==> src/core/dio_cfg.svh <==
// Purpose: Offsets, field positions and reset values of the digital I/O bank
// Assumes: Byte-wide I/O space accesses, offsets relative to the card base
// Notes: Definitions only
`ifndef DIO_CFG_SVH
`define DIO_CFG_SVH
// ==========================================================
// Register offsets
`define DIO_OFS_GLOBAL_EN 8'h00
`define DIO_OFS_AUX_DIR 8'h02
`define DIO_OFS_AUX_DATA 8'h03
`define DIO_OFS_IRQ_MASK 8'h05
`define DIO_OFS_AUX_STAT 8'h07
`define DIO_OFS_IRQ_POL 8'h2a
`define DIO_OFS_LANE0 8'hc0
`define DIO_OFS_LANE1 8'hc4
`define DIO_OFS_LANE2 8'hc8
`define DIO_OFS_CONFIG 8'hcc
`define DIO_OFS_WIDE_LO 8'hd0
`define DIO_OFS_WIDE_HI 8'hd4
// ==========================================================
// Fields and reset values
`define DIO_NIB_MASK 8'h0f
`define DIO_DIR_MASK 8'h07
`define DIO_RST_BYTE 8'h00
`define DIO_RST_NIB 4'h0
`define DIO_RST_DIR 3'h0
// Arbitrary neutral identity values
`define DIO_BOARD_ID 4'h5
`define DIO_AUX_IDENTITY_BITS 4'ha
`endif

==> src/core/dio_pkg.sv <==
// Purpose: Shared types of the digital I/O bank
// Assumes: Constants live in dio_cfg.svh
// Notes: Types only
package dio_pkg;
    typedef logic [7:0] dio_byte_t;
    typedef logic [7:0] dio_addr_t;
    typedef logic [3:0] dio_nib_t;
endpackage

==> src/core/dio_bank.sv <==
// Purpose: Register bank with three bidirectional lanes, aux lines, wide connectors
// Assumes: Host strobes are synchronous to clk; pins are asynchronous
// Notes: Read data registered one cycle after the read strobe
`timescale 1ns/100ps
`include "dio_cfg.svh"
module dio_bank
(
    input wire logic clk,
    input wire logic rst,
    input wire dio_pkg::dio_addr_t addr,
    input wire dio_pkg::dio_byte_t wrData,
    input wire logic wrStb,
    input wire logic rdStb,
    output dio_pkg::dio_byte_t rdData,
    input wire dio_pkg::dio_byte_t lane0In,
    input wire dio_pkg::dio_byte_t lane1In,
    input wire dio_pkg::dio_byte_t lane2In,
    output dio_pkg::dio_byte_t lane0Out,
    output dio_pkg::dio_byte_t lane1Out,
    output dio_pkg::dio_byte_t lane2Out,
    output logic [2:0] laneOe,
    input wire dio_pkg::dio_byte_t auxIn,
    output dio_pkg::dio_byte_t auxOut,
    output dio_pkg::dio_byte_t auxOe,
    input wire dio_pkg::dio_byte_t wideIn0,
    input wire dio_pkg::dio_byte_t wideIn1,
    output dio_pkg::dio_byte_t wideOut0,
    output dio_pkg::dio_byte_t wideOut1,
    output logic irqReq
);
    import dio_pkg::*;

    // ==========================================================
    // Pin synchronisers
    dio_byte_t l0S2_r, l1S2_r, l2S2_r, axS2_r, w0S2_r, w1S2_r;

    dio_sync2 #(.W(8)) syncLane0
    (
        .clk(clk),
        .pinIn(lane0In),
        .pinSync(l0S2_r)
    );

    dio_sync2 #(.W(8)) syncLane1
    (
        .clk(clk),
        .pinIn(lane1In),
        .pinSync(l1S2_r)
    );

    dio_sync2 #(.W(8)) syncLane2
    (
        .clk(clk),
        .pinIn(lane2In),
        .pinSync(l2S2_r)
    );

    dio_sync2 #(.W(8)) syncAux
    (
        .clk(clk),
        .pinIn(auxIn),
        .pinSync(axS2_r)
    );

    dio_sync2 #(.W(8)) syncWide0
    (
        .clk(clk),
        .pinIn(wideIn0),
        .pinSync(w0S2_r)
    );

    dio_sync2 #(.W(8)) syncWide1
    (
        .clk(clk),
        .pinIn(wideIn1),
        .pinSync(w1S2_r)
    );

    // ==========================================================
    // Address decode
    wire wEn = wrStb && addr == `DIO_OFS_GLOBAL_EN;
    wire wAuxDir = wrStb && addr == `DIO_OFS_AUX_DIR;
    wire wAuxDat = wrStb && addr == `DIO_OFS_AUX_DATA;
    wire wMask = wrStb && addr == `DIO_OFS_IRQ_MASK;
    wire wPol = wrStb && addr == `DIO_OFS_IRQ_POL;
    wire wL0 = wrStb && addr == `DIO_OFS_LANE0;
    wire wL1 = wrStb && addr == `DIO_OFS_LANE1;
    wire wL2 = wrStb && addr == `DIO_OFS_LANE2;
    wire wCfg = wrStb && addr == `DIO_OFS_CONFIG;
    wire wWlo = wrStb && addr == `DIO_OFS_WIDE_LO;
    wire wWhi = wrStb && addr == `DIO_OFS_WIDE_HI;

    // ==========================================================
    // Control registers
    logic ioEn_r;
    dio_byte_t auxDir_r, auxDat_r, l0_r, l1_r, l2_r, wlo_r, whi_r;
    dio_nib_t mask_r, pol_r;
    logic [2:0] dir_r;

    always_ff @(posedge clk)
    begin
        if (rst)
        begin
            ioEn_r <= 1'b0;
            auxDir_r <= `DIO_RST_BYTE;
            dir_r <= `DIO_RST_DIR;
        end
        else
        begin
            if (wEn)
                ioEn_r <= wrData[0];
            if (wAuxDir)
                auxDir_r <= wrData;
            if (wCfg)
                dir_r <= wrData[2:0];
        end
    end

    always_ff @(posedge clk)
    begin
        if (rst)
        begin
            auxDat_r <= `DIO_RST_BYTE;
            mask_r <= `DIO_RST_NIB;
            pol_r <= `DIO_RST_NIB;
        end
        else
        begin
            if (wAuxDat)
                auxDat_r <= wrData;
            if (wMask)
                mask_r <= wrData[3:0];
            if (wPol)
                pol_r <= wrData[3:0];
        end
    end

    // Lane, wide writes ignored while I/O disabled
    always_ff @(posedge clk)
    begin
        if (rst)
        begin
            l0_r <= `DIO_RST_BYTE;
            l1_r <= `DIO_RST_BYTE;
            l2_r <= `DIO_RST_BYTE;
        end
        else
        begin
            if (wL0 && ioEn_r)
                l0_r <= wrData;
            if (wL1 && ioEn_r)
                l1_r <= wrData;
            if (wL2 && ioEn_r)
                l2_r <= wrData;
        end
    end

    always_ff @(posedge clk)
    begin
        if (rst)
        begin
            wlo_r <= `DIO_RST_BYTE;
            whi_r <= `DIO_RST_BYTE;
        end
        else
        begin
            if (wWlo && ioEn_r)
                wlo_r <= wrData;
            if (wWhi && ioEn_r)
                whi_r <= wrData;
        end
    end

    // ==========================================================
    // Read mux and interrupt
    wire dio_nib_t srcLvl = axS2_r[3:0];
    wire dio_nib_t srcAct = ~(srcLvl ^ pol_r) & mask_r;
    wire dio_byte_t gate = ioEn_r ? 8'hff : 8'h00;
    wire dio_byte_t cfgRd = {1'b0, `DIO_BOARD_ID, dir_r};
    wire dio_byte_t statRd = {`DIO_AUX_IDENTITY_BITS, srcLvl};
    wire dio_byte_t rdNxt =
        addr == `DIO_OFS_AUX_DATA ? auxDat_r :
        addr == `DIO_OFS_AUX_STAT ? statRd :
        addr == `DIO_OFS_CONFIG ? cfgRd :
        addr == `DIO_OFS_LANE0 ? (l0S2_r & gate) :
        addr == `DIO_OFS_LANE1 ? (l1S2_r & gate) :
        addr == `DIO_OFS_LANE2 ? (l2S2_r & gate) :
        addr == `DIO_OFS_WIDE_LO ? (w0S2_r & gate) :
        addr == `DIO_OFS_WIDE_HI ? (w1S2_r & gate) : 8'h00;
    wire irqNxt = ioEn_r && (|srcAct);
    wire [2:0] oeNxt = ioEn_r ? dir_r : 3'h0;

    always_ff @(posedge clk)
    begin
        if (rst)
        begin
            rdData <= 8'h00;
            irqReq <= 1'b0;
            laneOe <= 3'h0;
            lane0Out <= 8'h00;
            lane1Out <= 8'h00;
            lane2Out <= 8'h00;
            auxOut <= 8'h00;
            auxOe <= 8'h00;
            wideOut0 <= 8'h00;
            wideOut1 <= 8'h00;
        end
        else
        begin
            rdData <= rdStb ? rdNxt : 8'h00;
            irqReq <= irqNxt;
            laneOe <= oeNxt;
            lane0Out <= l0_r;
            lane1Out <= l1_r;
            lane2Out <= l2_r;
            auxOut <= auxDat_r & auxDir_r;
            auxOe <= auxDir_r & gate;
            wideOut0 <= wlo_r & gate;
            wideOut1 <= whi_r & gate;
        end
    end

    // ==========================================================
    // Checks
    en_gates_oe_a: assert property (@(posedge clk) disable iff (rst)
        !ioEn_r |=> laneOe == 3'h0 && auxOe == 8'h00)
        else $error("outputs enabled while I/O disabled");
    dir_write_a: assert property (@(posedge clk) disable iff (rst)
        wCfg && ioEn_r |=> ##1 laneOe == $past(wrData[2:0], 2))
        else $error("lane direction not taken");
    aux_dir_a: assert property (@(posedge clk) disable iff (rst)
        wAuxDir && ioEn_r |=> ##1 auxOe == $past(wrData, 2))
        else $error("aux direction not taken");
    irq_cause_a: assert property (@(posedge clk) disable iff (rst)
        irqReq |-> $past(ioEn_r) && $past(srcAct) != 4'h0)
        else $error("interrupt without enabled source");
    mask_block_a: assert property (@(posedge clk) disable iff (rst)
        mask_r == 4'h0 |=> !irqReq)
        else $error("interrupt with all sources masked");
    cfg_read_a: assert property (@(posedge clk) disable iff (rst)
        rdStb && addr == `DIO_OFS_CONFIG |=> rdData[7] == 1'b0 && rdData[2:0] == $past(dir_r))
        else $error("config read wrong");
    stat_read_a: assert property (@(posedge clk) disable iff (rst)
        rdStb && addr == `DIO_OFS_AUX_STAT |=> rdData[3:0] == $past(axS2_r[3:0]))
        else $error("status read wrong");
    lane_read_a: assert property (@(posedge clk) disable iff (rst)
        rdStb && addr == `DIO_OFS_LANE1 && ioEn_r |=> rdData == $past(l1S2_r))
        else $error("lane read wrong");
    wide_write_a: assert property (@(posedge clk) disable iff (rst)
        wWhi && ioEn_r |=> ##1 wideOut1 == $past(wrData, 2) || !ioEn_r)
        else $error("wide write lost");
    aux_out_a: assert property (@(posedge clk) disable iff (rst)
        auxOut == ($past(auxDat_r) & $past(auxDir_r)))
        else $error("aux output level wrong");
    rst_dir_a: assert property (@(posedge clk)
        rst |=> dir_r == 3'h0 && auxDir_r == 8'h00 && !ioEn_r)
        else $error("reset directions wrong");
    pol_a: assert property (@(posedge clk) disable iff (rst)
        mask_r[0] && ioEn_r && (srcLvl[0] == pol_r[0]) |=> irqReq)
        else $error("polarity source missed");
    // Two-edge checks allow for the registered output stage
    en_write_a: assert property (@(posedge clk) disable iff (rst)
        wEn |=> ioEn_r == $past(wrData[0]))
        else $error("global enable not taken");
    rst_out_a: assert property (@(posedge clk)
        rst |=> laneOe == 3'h0 && !irqReq && rdData == 8'h00)
        else $error("outputs not cleared by reset");
    rst_aux_a: assert property (@(posedge clk)
        rst |=> auxOe == 8'h00 && auxOut == 8'h00)
        else $error("aux lines not inputs after reset");
    mask_write_a: assert property (@(posedge clk) disable iff (rst)
        wMask |=> mask_r == $past(wrData[3:0]))
        else $error("mask write not taken");
    pol_write_a: assert property (@(posedge clk) disable iff (rst)
        wPol |=> pol_r == $past(wrData[3:0]))
        else $error("polarity write not taken");
    aux_dat_wr_a: assert property (@(posedge clk) disable iff (rst)
        wAuxDat |=> auxDat_r == $past(wrData))
        else $error("aux data write not taken");
    lane_gate_a: assert property (@(posedge clk) disable iff (rst)
        wL0 && !ioEn_r |=> l0_r == $past(l0_r))
        else $error("lane write taken while disabled");
    wide_gate_a: assert property (@(posedge clk) disable iff (rst)
        wWlo && !ioEn_r |=> wlo_r == $past(wlo_r))
        else $error("wide write taken while disabled");
    read_gate_a: assert property (@(posedge clk) disable iff (rst)
        rdStb && addr == `DIO_OFS_LANE2 && !ioEn_r |=> rdData == 8'h00)
        else $error("lane read while disabled not zero");
    lane0_write_a: assert property (@(posedge clk) disable iff (rst)
        wL0 && ioEn_r |=> ##1 lane0Out == $past(wrData, 2))
        else $error("first lane write lost");
    lane2_write_a: assert property (@(posedge clk) disable iff (rst)
        wL2 && ioEn_r |=> ##1 lane2Out == $past(wrData, 2))
        else $error("third lane write lost");
    lane0_read_a: assert property (@(posedge clk) disable iff (rst)
        rdStb && addr == `DIO_OFS_LANE0 && ioEn_r |=> rdData == $past(l0S2_r))
        else $error("first lane read wrong");
    wide_lo_read_a: assert property (@(posedge clk) disable iff (rst)
        rdStb && addr == `DIO_OFS_WIDE_LO && ioEn_r |=> rdData == $past(w0S2_r))
        else $error("wide low read wrong");
    wide_lo_write_a: assert property (@(posedge clk) disable iff (rst)
        wWlo && ioEn_r |=> ##1 wideOut0 == $past(wrData, 2))
        else $error("wide low write lost");
    aux_read_a: assert property (@(posedge clk) disable iff (rst)
        rdStb && addr == `DIO_OFS_AUX_DATA |=> rdData == $past(auxDat_r))
        else $error("aux data read wrong");
    stat_id_a: assert property (@(posedge clk) disable iff (rst)
        rdStb && addr == `DIO_OFS_AUX_STAT |=> rdData[7:4] == `DIO_AUX_IDENTITY_BITS)
        else $error("aux identity bits wrong");
    board_id_a: assert property (@(posedge clk) disable iff (rst)
        rdStb && addr == `DIO_OFS_CONFIG |=> rdData[6:3] == `DIO_BOARD_ID)
        else $error("board identifier wrong");
    irq_any_a: assert property (@(posedge clk) disable iff (rst)
        ioEn_r && srcAct != 4'h0 |=> irqReq)
        else $error("active source raised no interrupt");
    irq_off_a: assert property (@(posedge clk) disable iff (rst)
        !ioEn_r |=> !irqReq)
        else $error("interrupt while I/O disabled");
endmodule

// ==========================================================
// Two-flop synchroniser for one pin group
module dio_sync2
#(
    parameter int W = 8
)
(
    input wire logic clk,
    input wire logic [W-1:0] pinIn,
    output logic [W-1:0] pinSync
);
    // First stage read by nothing but the second
    logic [W-1:0] meta_r;

    always_ff @(posedge clk)
    begin
        meta_r <= pinIn;
        pinSync <= meta_r;
    end
endmodule

==> config.mk <==
export PLATFORM = sky130hd
export DESIGN_NAME = dio_bank
export DESIGN_NICKNAME = d
export VERILOG_FILES = /design/src/core/dio_pkg.sv /design/src/core/dio_bank.sv
export VERILOG_INCLUDE_DIRS = /design/src /design/src/core
export SDC_FILE = /design/constraint.sdc
export NUM_CORES = 1
export LEC_CHECK = 0
export BUFFER_PORTS_ARGS = -buffer_cell sky130_fd_sc_hd__buf_2
export CORE_AREA = 4 4 129 131
export CTS_CLUSTER_DIAMETER = 60
export DETAILED_ROUTE_END_ITERATION = 12
export DIE_AREA = 0 0 133 135
export PLACE_DENSITY = 0.7
export SETUP_SLACK_MARGIN = 0.1
export SLEW_MARGIN = 20
export SYNTH_ARGS = -nofsm -noshare
export SYNTH_HDL_FRONTEND = slang
export SYNTH_SLANG_ARGS = --single-unit
==> constraint.sdc <==
create_clock -name clk -period 1.6 [get_ports clk]
set_input_delay 0.16 -clock clk [delete_from_list [all_inputs] [get_ports clk]]
set_output_delay 0.16 -clock clk [all_outputs]
set_load 0.05 [all_outputs]
=== Yosys cells after proc, flatten, opt, wreduce, memory -nomap -nowiden ===
Index checks and enable logic that the tools add are counted.

* Register bits: 224
* Input bits: 68
* Output and inout bits: 68
* Word-level logic and storage cells: 88

* Eq/ne operators: 11
* Muxes and demuxes: 9
* Bitwise operators: 14
* Reductions and logical operators: 21

{| class="wikitable"
|+ Operators with widths
! cell !! count
|-
| AND 8 bit || 9
|-
| two-way mux 8 bit || 9
|-
| equality test 8 bit (second input constant) || 6
|-
| logical AND 1 bit || 17
|-
| equality test 8 x 2 -> 1 bit (second input constant) || 2
|-
| equality test 8 x 3 -> 1 bit (second input constant) || 2
|-
| equality test 8 x 6 -> 1 bit (second input constant) || 1
|-
| zero test 8 bit || 1
|-
| AND 4 bit || 1
|-
| inverter 4 bit || 1
|-
| OR reduction 2 bit || 2
|-
| OR reduction 4 bit || 1
|-
| bitwise XOR 4 bit || 1
|-
| inverter 1 bit || 2
|}

=== Logic depth before layout (Yosys ltp) ===
Gate-level depths: netlist (run 1).

* Word-level depth: 10
* Mapped depth: 7
* Mapped depth without buffers: 5

=== Modules after synthesis ===
From an unflattened synthesis (run 1), not the netlist that was laid out.

* Cell total of the unflattened synthesis: 610
* Area, all modules: 7044.3 um^2

{| class="wikitable"
|+ By module, submodules not included
! module !! instances !! cells each !! area each (um^2) !! seq. area each (um^2)
|-
| dio_bank || 1 || 514 || 5122.4 || 2722.6
|-
| dio_sync2 || 6 || 16 || 320.3 || 320.3
|}

=== Worst setup path after synthesis (run 1) ===
No wires, ideal clock.

* Kind: in2reg
* From: in wrStb
* To: reg whi_r[1]
* Library setup time: 0.128 ns
* Data arrival time: 1.434 ns
* Data required time: 1.472 ns
* Setup slack: 0.039 ns
* Stages on the path: 7
* Path buffers: 2
* Path through: clkbuf_1 > nand2_1 > or2_2 > nor2b_1 > buf_2 > mux2i_1 > nor2_1

* Cells in the longest elaborated chain, start to end: 2

{| class="wikitable"
|+ RTL lines
! item !! RTL line !! text
|-
| from (decl) || dio_bank.sv:12 || <nowiki>input wire logic wrStb,</nowiki>
|-
| logical AND 1 bit (no source line) || -- ||
|-
| logical AND 1 bit || dio_bank.sv:169 || <nowiki>if (wWhi && ioEn_r)</nowiki>
|-
| to (signal assigned) || dio_bank.sv:163 || <nowiki>whi_r <= `DIO_RST_BYTE;</nowiki>
|-
| to (signal assigned) || dio_bank.sv:170 || <nowiki>whi_r <= wrData;</nowiki>
|-
| to (decl) || dio_bank.sv:96 || <nowiki>dio_byte_t auxDir_r, auxDat_r, l0_r, l1_r, l2_r, wlo_r, whi_r;</nowiki>
|}

No other way between the ends.
A chain may end at the register's enable or synchronous reset.

=== Final worst setup path (run 1) ===
* From: reg ioEn_r
* To: reg whi_r[5]

* Cells in the longest elaborated chain, start to end: 1

{| class="wikitable"
|+ RTL lines
! item !! RTL line !! text
|-
| from (decl) || dio_bank.sv:95 || <nowiki>logic ioEn_r;</nowiki>
|-
| from (signal assigned) || dio_bank.sv:111 || <nowiki>ioEn_r <= wrData[0];</nowiki>
|-
| logical AND 1 bit || dio_bank.sv:169 ||
|}

No other way between the ends.

==> results of run 1 <==
-- final timing paths --
kind,endpoint,slack [ps],cells past startpoint
worst max register to register,whi_r[5],190,6
worst max-delay path,whi_r[5],190,6
worst min register to register,syncLane0.pinSync[3],320,0
worst min-delay path,auxDat_r[6],20,3
-- worst max-delay path: cells and delay by family, from the launching register on --
kind | cells | cell delay (ps)
DFF | 1 | 350
muxes | 1 | 230
and+or+nand+nor | 4 | 540
buffers and inverters | 1 | 160
-- routing by layer --
layer,wire length (um),part of all wire
met1,6956,0.44
met3,1014,0.064
met2,7638,0.48
met4,291,0.018
met5,0,0
-- cell families after synthesis --
kind of cell	count (synthesis)	synth area share
DFF	224	0.6552
and+or+nand+nor	207	0.1607
muxes	63	0.09250
AOI/OAI and AO/OA	61	0.06399
buffers and inverters	37	0.02249
xor gates and xnor gates	4	0.005118
-- cells in the mapped netlist, drive strengths merged (2+ instances only) --
| master | number | area (um^2) |
|---|---|---|
| dfxtp | 224 | 4484 |
| nor2 | 79 | 311.5 |
| mux2i | 61 | 610.6 |
| nand2 | 30 | 117.6 |
| nor2b | 28 | 175.2 |
| and2 | 27 | 168.9 |
| clkbuf | 21 | 78.83 |
| a21oi | 18 | 90.09 |
| nand3 | 16 | 80.08 |
| buf | 11 | 56.30 |
| a22oi | 7 | 52.55 |
| inv | 5 | 18.77 |
| o21ai | 5 | 25.02 |
| nor3 | 4 | 31.28 |
| or3 | 4 | 25.02 |
| xnor2 | 4 | 35.03 |
| a211oi | 3 | 22.52 |
| a221oi | 3 | 26.28 |
| nand2b | 3 | 18.77 |
| nand4 | 3 | 25.02 |
| nor4b | 3 | 38.79 |
| o221ai | 3 | 26.28 |
| o22ai | 3 | 18.77 |
| a211o | 2 | 17.52 |
| a22o | 2 | 17.52 |
| a2bb2oi | 2 | 17.52 |
| a32o | 2 | 20.02 |
| a32oi | 2 | 17.52 |
| mux2 | 2 | 22.52 |
| nand4b | 2 | 23.77 |
-- power by group --
part | switching [mW] | internal [mW]
sequential | 0.0342 | 5.69
combinational | 0.213 | 0.214
clock | 2.13 | 3.23
total | 2.38 | 9.13
-- stage by stage --
stage	util	std cells
detailed placement	0.5189	962
global route	0.6000	1049
CTS	0.5983	1048
global placement	0.5189	962
finish	0.6000	1049
floorplan	-	596
-- area by class of cell --
cell class / instances / area share
clock buffers: 26 / 0.06485
clock inverters: 14 / 0.01818
inverters: 5 / 0.002006
multi-input cells: 335 / 0.2369
flip-flops and latches: 224 / 0.4793
well taps: 216 / 0.02888
repair buffers: 229 / 0.1698
-- timing repair --
action                                  CTS  global route
buffers inserted                          0             1
endpoints found under the setup margin    3            11
endpoints found under the hold margin    46             0
gates cloned                              0             0
resized for setup                         1             7
hold buffers                             46             0
==> flow_summary.yaml, run 1 <==
clocking:
  clkSinkCount: 224
  cts_root_buffer: "clkbuf_16"
  cts_tree: "done"
  cts_made_buffers: 22
  cts_buffer_depth: 3
  clock_latency_ps: 500
  htreeDepth: 1
  clkTransAtPathRegs_ps: 70
job:
  drv_cap: 0
die:
  placementRows: 46
  core_um2: 15600
  die_x_um: 133
  ios: 136
  initial_core_util: 0.4388
  die_height_um: 135
  dieArea_um2: 17960
drt:
  firstDrtPassIters: 4
  wire_per_inst_um: 15.16
  drc: 0
  viasPerCell: 4.682
  drt-total-wl_um: 15900
  drt_iter0_markers: 255
  antenna_left: 0
  route.vias.total: 4911
global_routing:
  grt_overflow: 0
  use_met2: 0.3016
  groute.usage.overall: 0.1749
  grt_pass1_vias: 4997
  grt_max_degree: 83
  grt_pass1_wl_um: 25240
  use_met1: 0.2215
  use_met3: 0.03763
  grt.busiest_layer: "met2"
  antenna_found_initial: 0
cells_and_area:
  multi_input_area_um2: 2217
  num-fill-cells: 1249
  n_antenna_cell: 0
  seqCellArea_um2: 4486
  final_cell_area_um2: 9358
  finalNetCount: 885
  layout_common_cells: "dfxtp_1, buf_2, nor2_1"
  final_common_cell: "dfxtp_1"
  area_growth_pct: 36.73
  final_layout_size_suffix_gt1_frac: 0.2893
hold_path:
  min_from: "wrData[6]"
  worstHoldPathType: "input port to register"
worst_setup_path:
  path_max_fanout: 8
  setup.worst_path.start: "ioEn_r"
  crit_chain: "nand2_2, or2_4, nor2b_2, buf_6, mux2i_2, nor2_1"
  crit_path_max_incr_delay_ps: 350
  arrival_ps: 1780
  crit_required_ps: 1980
  critPathSlowestCell: "dfxtp_2"
  start_kind: "register"
  worstSetupPathType: "register to register"
  cp-end-kind: "register"
  r2r-start: "ioEn_r"
place:
  hpwl_um: 10960
  dpl_cell_area_um2: 8093
  port_buffers: 131
  gp_congestion: 0.8293
  pre_cts_slack_ps: -128.1
logic_synthesis:
  ys_seq_elements: 224
  synthDistinctLibCells: 55
  async_flop_share: 0
  yosysWarnings: 0
  netlist_area_um2: 6844
  synth-edff-count: 0
  yosysSeqAreaShare: 0.6552
  synth_ff_type: "dfxtp_1"
  syn-num-nets: 664
  syn-instance-count: 596
  syn_area_per_cell_um2: 11.48
sta:
  worst_pin_slew_ps: 467.3
  setup_ws_ps: 192.9
  relSlewSlack: 0.6878
  fin_crit_sh: 0.8794
  max_freq_ghz: 0.7107
  post-route-min-period_ps: 1407
  rsz0062_at_grt: "false"
  skew_ps: 14.45
  hold_viol: 0
  finalSetupTns_ps: 0
  timing.hold.ws_ps: 20.02
  drv_slew: 0
  finalSetupViolCount: 0
power_and_ir_drop:
  powerDensity_nw_per_um2: 1230
  p_total_mw: 11.51
  ir_worst_vdd_mv: 0.8081
  leakagePower_nw: 4.079
status:
  status: "completed"
Power figures use the tool's default switching activity.
==> run 2: changes to the inputs <==
Settings changed: CORE_AREA 4 4 129 131 to 4 4 136 138, DIE_AREA 0 0 133 135 to 0 0 140 142, PLACE_DENSITY 0.7 to 0.64.
==> flow_summary.yaml, run 2 (synthesis gave the netlist of run 1 again) <==
job:
  drv_cap: 0
die:
  placementRows: 48
  initial_core_util: 0.3985
  die_height_um: 142
  ios: 136
  dieArea_um2: 19880
  core_um2: 17180
  die_x_um: 140
drt:
  drt_iter0_markers: 245
  wire_per_inst_um: 15.18
  viasPerCell: 4.712
  firstDrtPassIters: 5
  drt-total-wl_um: 16020
  route.vias.total: 4971
  drc: 0
  antenna_left: 0
power_and_ir_drop:
  leakagePower_nw: 4.074
  switching_share: 0.1994
  p_total_mw: 11.62
  power.share.sequential: 0.493
  power_frac_comb: 0.036
  power_frac_clock: 0.471
  powerDensity_nw_per_um2: 1240
  ir_worst_vdd_mv: 1.063
  switching_power_mw: 2.318
  p_int_mw: 9.304
sta:
  hold_viol: 0
  skew_ps: 17.51
  fin_crit_sh: 0.8837
  worst_pin_slew_ps: 414.1
  drv_slew: 0
  finalSetupViolCount: 0
  relSlewSlack: 0.7232
  max_freq_ghz: 0.7072
  post-route-min-period_ps: 1414
  rsz0062_at_grt: "false"
status:
  status: "completed"
clocking:
  post_cts_buffers: 0
  htreeDepth: 1
  clkTransAtPathRegs_ps: 60
  cts_tree: "done"
  cts_root_buffer: "clkbuf_16"
  cts_buffer_depth: 3
  clkSinkCount: 224
  clock_latency_ps: 510
  cts_made_buffers: 22
worst_setup_path:
  crit_path_max_incr_delay_ps: 360
  r2r_cells: 6
  setup.worst_path.start: "ioEn_r"
  regToRegSetupSlack_ps: 190
  start_kind: "register"
  r2r-start: "ioEn_r"
  cp_top_family: "simple AND/OR/NAND/NOR gates"
  path_max_fanout: 8
  endpoint: "whi_r[0]"
  path_buf_inv: 1
  crit_chain: "nand2_1, or2_4, nor2b_4, buf_6, mux2i_2, nor2_1"
  cp-end-kind: "register"
  r2r-end: "whi_r[0]"
  crit_required_ps: 1980
  cp_num_cells: 6
  critPathSlowestCell: "dfxtp_2"
  arrival_ps: 1800
  worstSetupPathType: "register to register"
place:
  port_buffers: 131
  hpwl_um: 11270
  dpl_cell_area_um2: 8112
  gp_congestion: 0.8220
global_routing:
  grt_pass1_vias: 5049
  grt_overflow: 0
  grt_pass1_wl_um: 25830
  antenna_found_initial: 0
  groute.usage.overall: 0.1587
  grt_max_degree: 97
cells_and_area:
  area_growth_pct: 36.97
  final_layout_size_suffix_gt1_frac: 0.2819
  layout_common_cells: "dfxtp_1, buf_2, nor2_1"
  final_common_cell: "dfxtp_1"
  finalNetCount: 883
  multi_input_area_um2: 2220
  num-fill-cells: 1516
  n_antenna_cell: 0
  final_cell_area_um2: 9374
  seqCellArea_um2: 4486
  postLayoutCoreUtil: 0.5457
hold_path:
  min_from: "wrData[4]"
  worstHoldPathType: "input port to register"
[run 2: cell count changes in the layout (fill, tap and decap cells not counted), sizes merged]
cell and delta:
clkbuf +1, clkinvlp -1, buf -2, bufinv +2
clkinv -3
[run 2: layer usage]
| metal | global-route usage | vias to the layer above | wire length (um) | part of all wire |
|---|---|---|---|---|
| li1 | - | 2451 | - | - |
| met4 | 0.04640 | 0 | 345 | 0.022 |
| met2 | 0.2656 | 162 | 7243 | 0.45 |
| met3 | 0.03831 | 27 | 1020 | 0.064 |
| met5 | 0 | - | 0 | 0 |
| met1 | 0.2061 | 2331 | 7409 | 0.46 |
[run 2: worst register-to-register path: cells and delay by family, from the launching register on]
family,cells,cell delay (ps)
and+or+nand+nor,4,550
muxes,1,210
DFF,1,360
buffers and inverters,1,160
[run 2: through the flow]
stage | std cells | TNS (ps) | hold WS [ps] | worst slack (ps)
3_5_place_dp | 970 | -3144 | 263.6 | -184.3
2_1_floorplan | 596 | 0 | 187.7 | 79.51
5_1_grt | 1055 | 0 | 16.23 | 100.2
4_1_cts | 1055 | 0 | 1.357 | 162.4
6_report | 1055 | 0 | 26.10 | 186.0
3_3_place_gp | 970 | -1838 | 262.3 | -98.02
[run 2: how the worst min path moves through the flow]
stage / to / slack, ps / cells after the start
after floorplan: syncAux.meta_r[0] / 190 / 0
after global placement: syncLane0.meta_r[1] / 260 / 1
after detailed placement: syncLane0.meta_r[2] / 260 / 1
after CTS: auxDat_r[5] / 1 / 3
after global routing: auxDat_r[6] / 20 / 3
final: auxDat_r[4] / 30 / 3
[run 2: power groups by stage]
| stage | Clock, mW | Combinational, mW | Sequential, mW |
|---|---|---|---|
| after global routing | 5.80 | 0.457 | 5.74 |
| final | 5.47 | 0.421 | 5.73 |
| after floorplan | 0 | 0.143 | 5.84 |
| after detailed placement | 0 | 0.332 | 5.86 |
| after global placement | 0 | 0.327 | 5.85 |
| after CTS | 5.58 | 0.419 | 5.73 |
[run 2: layout make-up]
| class | count | share of cell area |
|---|---|---|
| clock buffer | 27 | 0.06180 |
| clock inverter | 12 | 0.02176 |
| inverter | 5 | 0.002002 |
| multi-input combinational | 335 | 0.2368 |
| sequential | 224 | 0.4785 |
| tap | 225 | 0.03003 |
| timing repair buffer | 227 | 0.1691 |
[run 2: what timing repair did]
action                                  in CTS  in global routing
hold buffers                                46                  0
pin swaps                                    0                  0
endpoints found under the setup margin      10                  4
hold endpoints to repair                    51                  0
gates cloned                                 0                  0
resized for setup                            4                  2
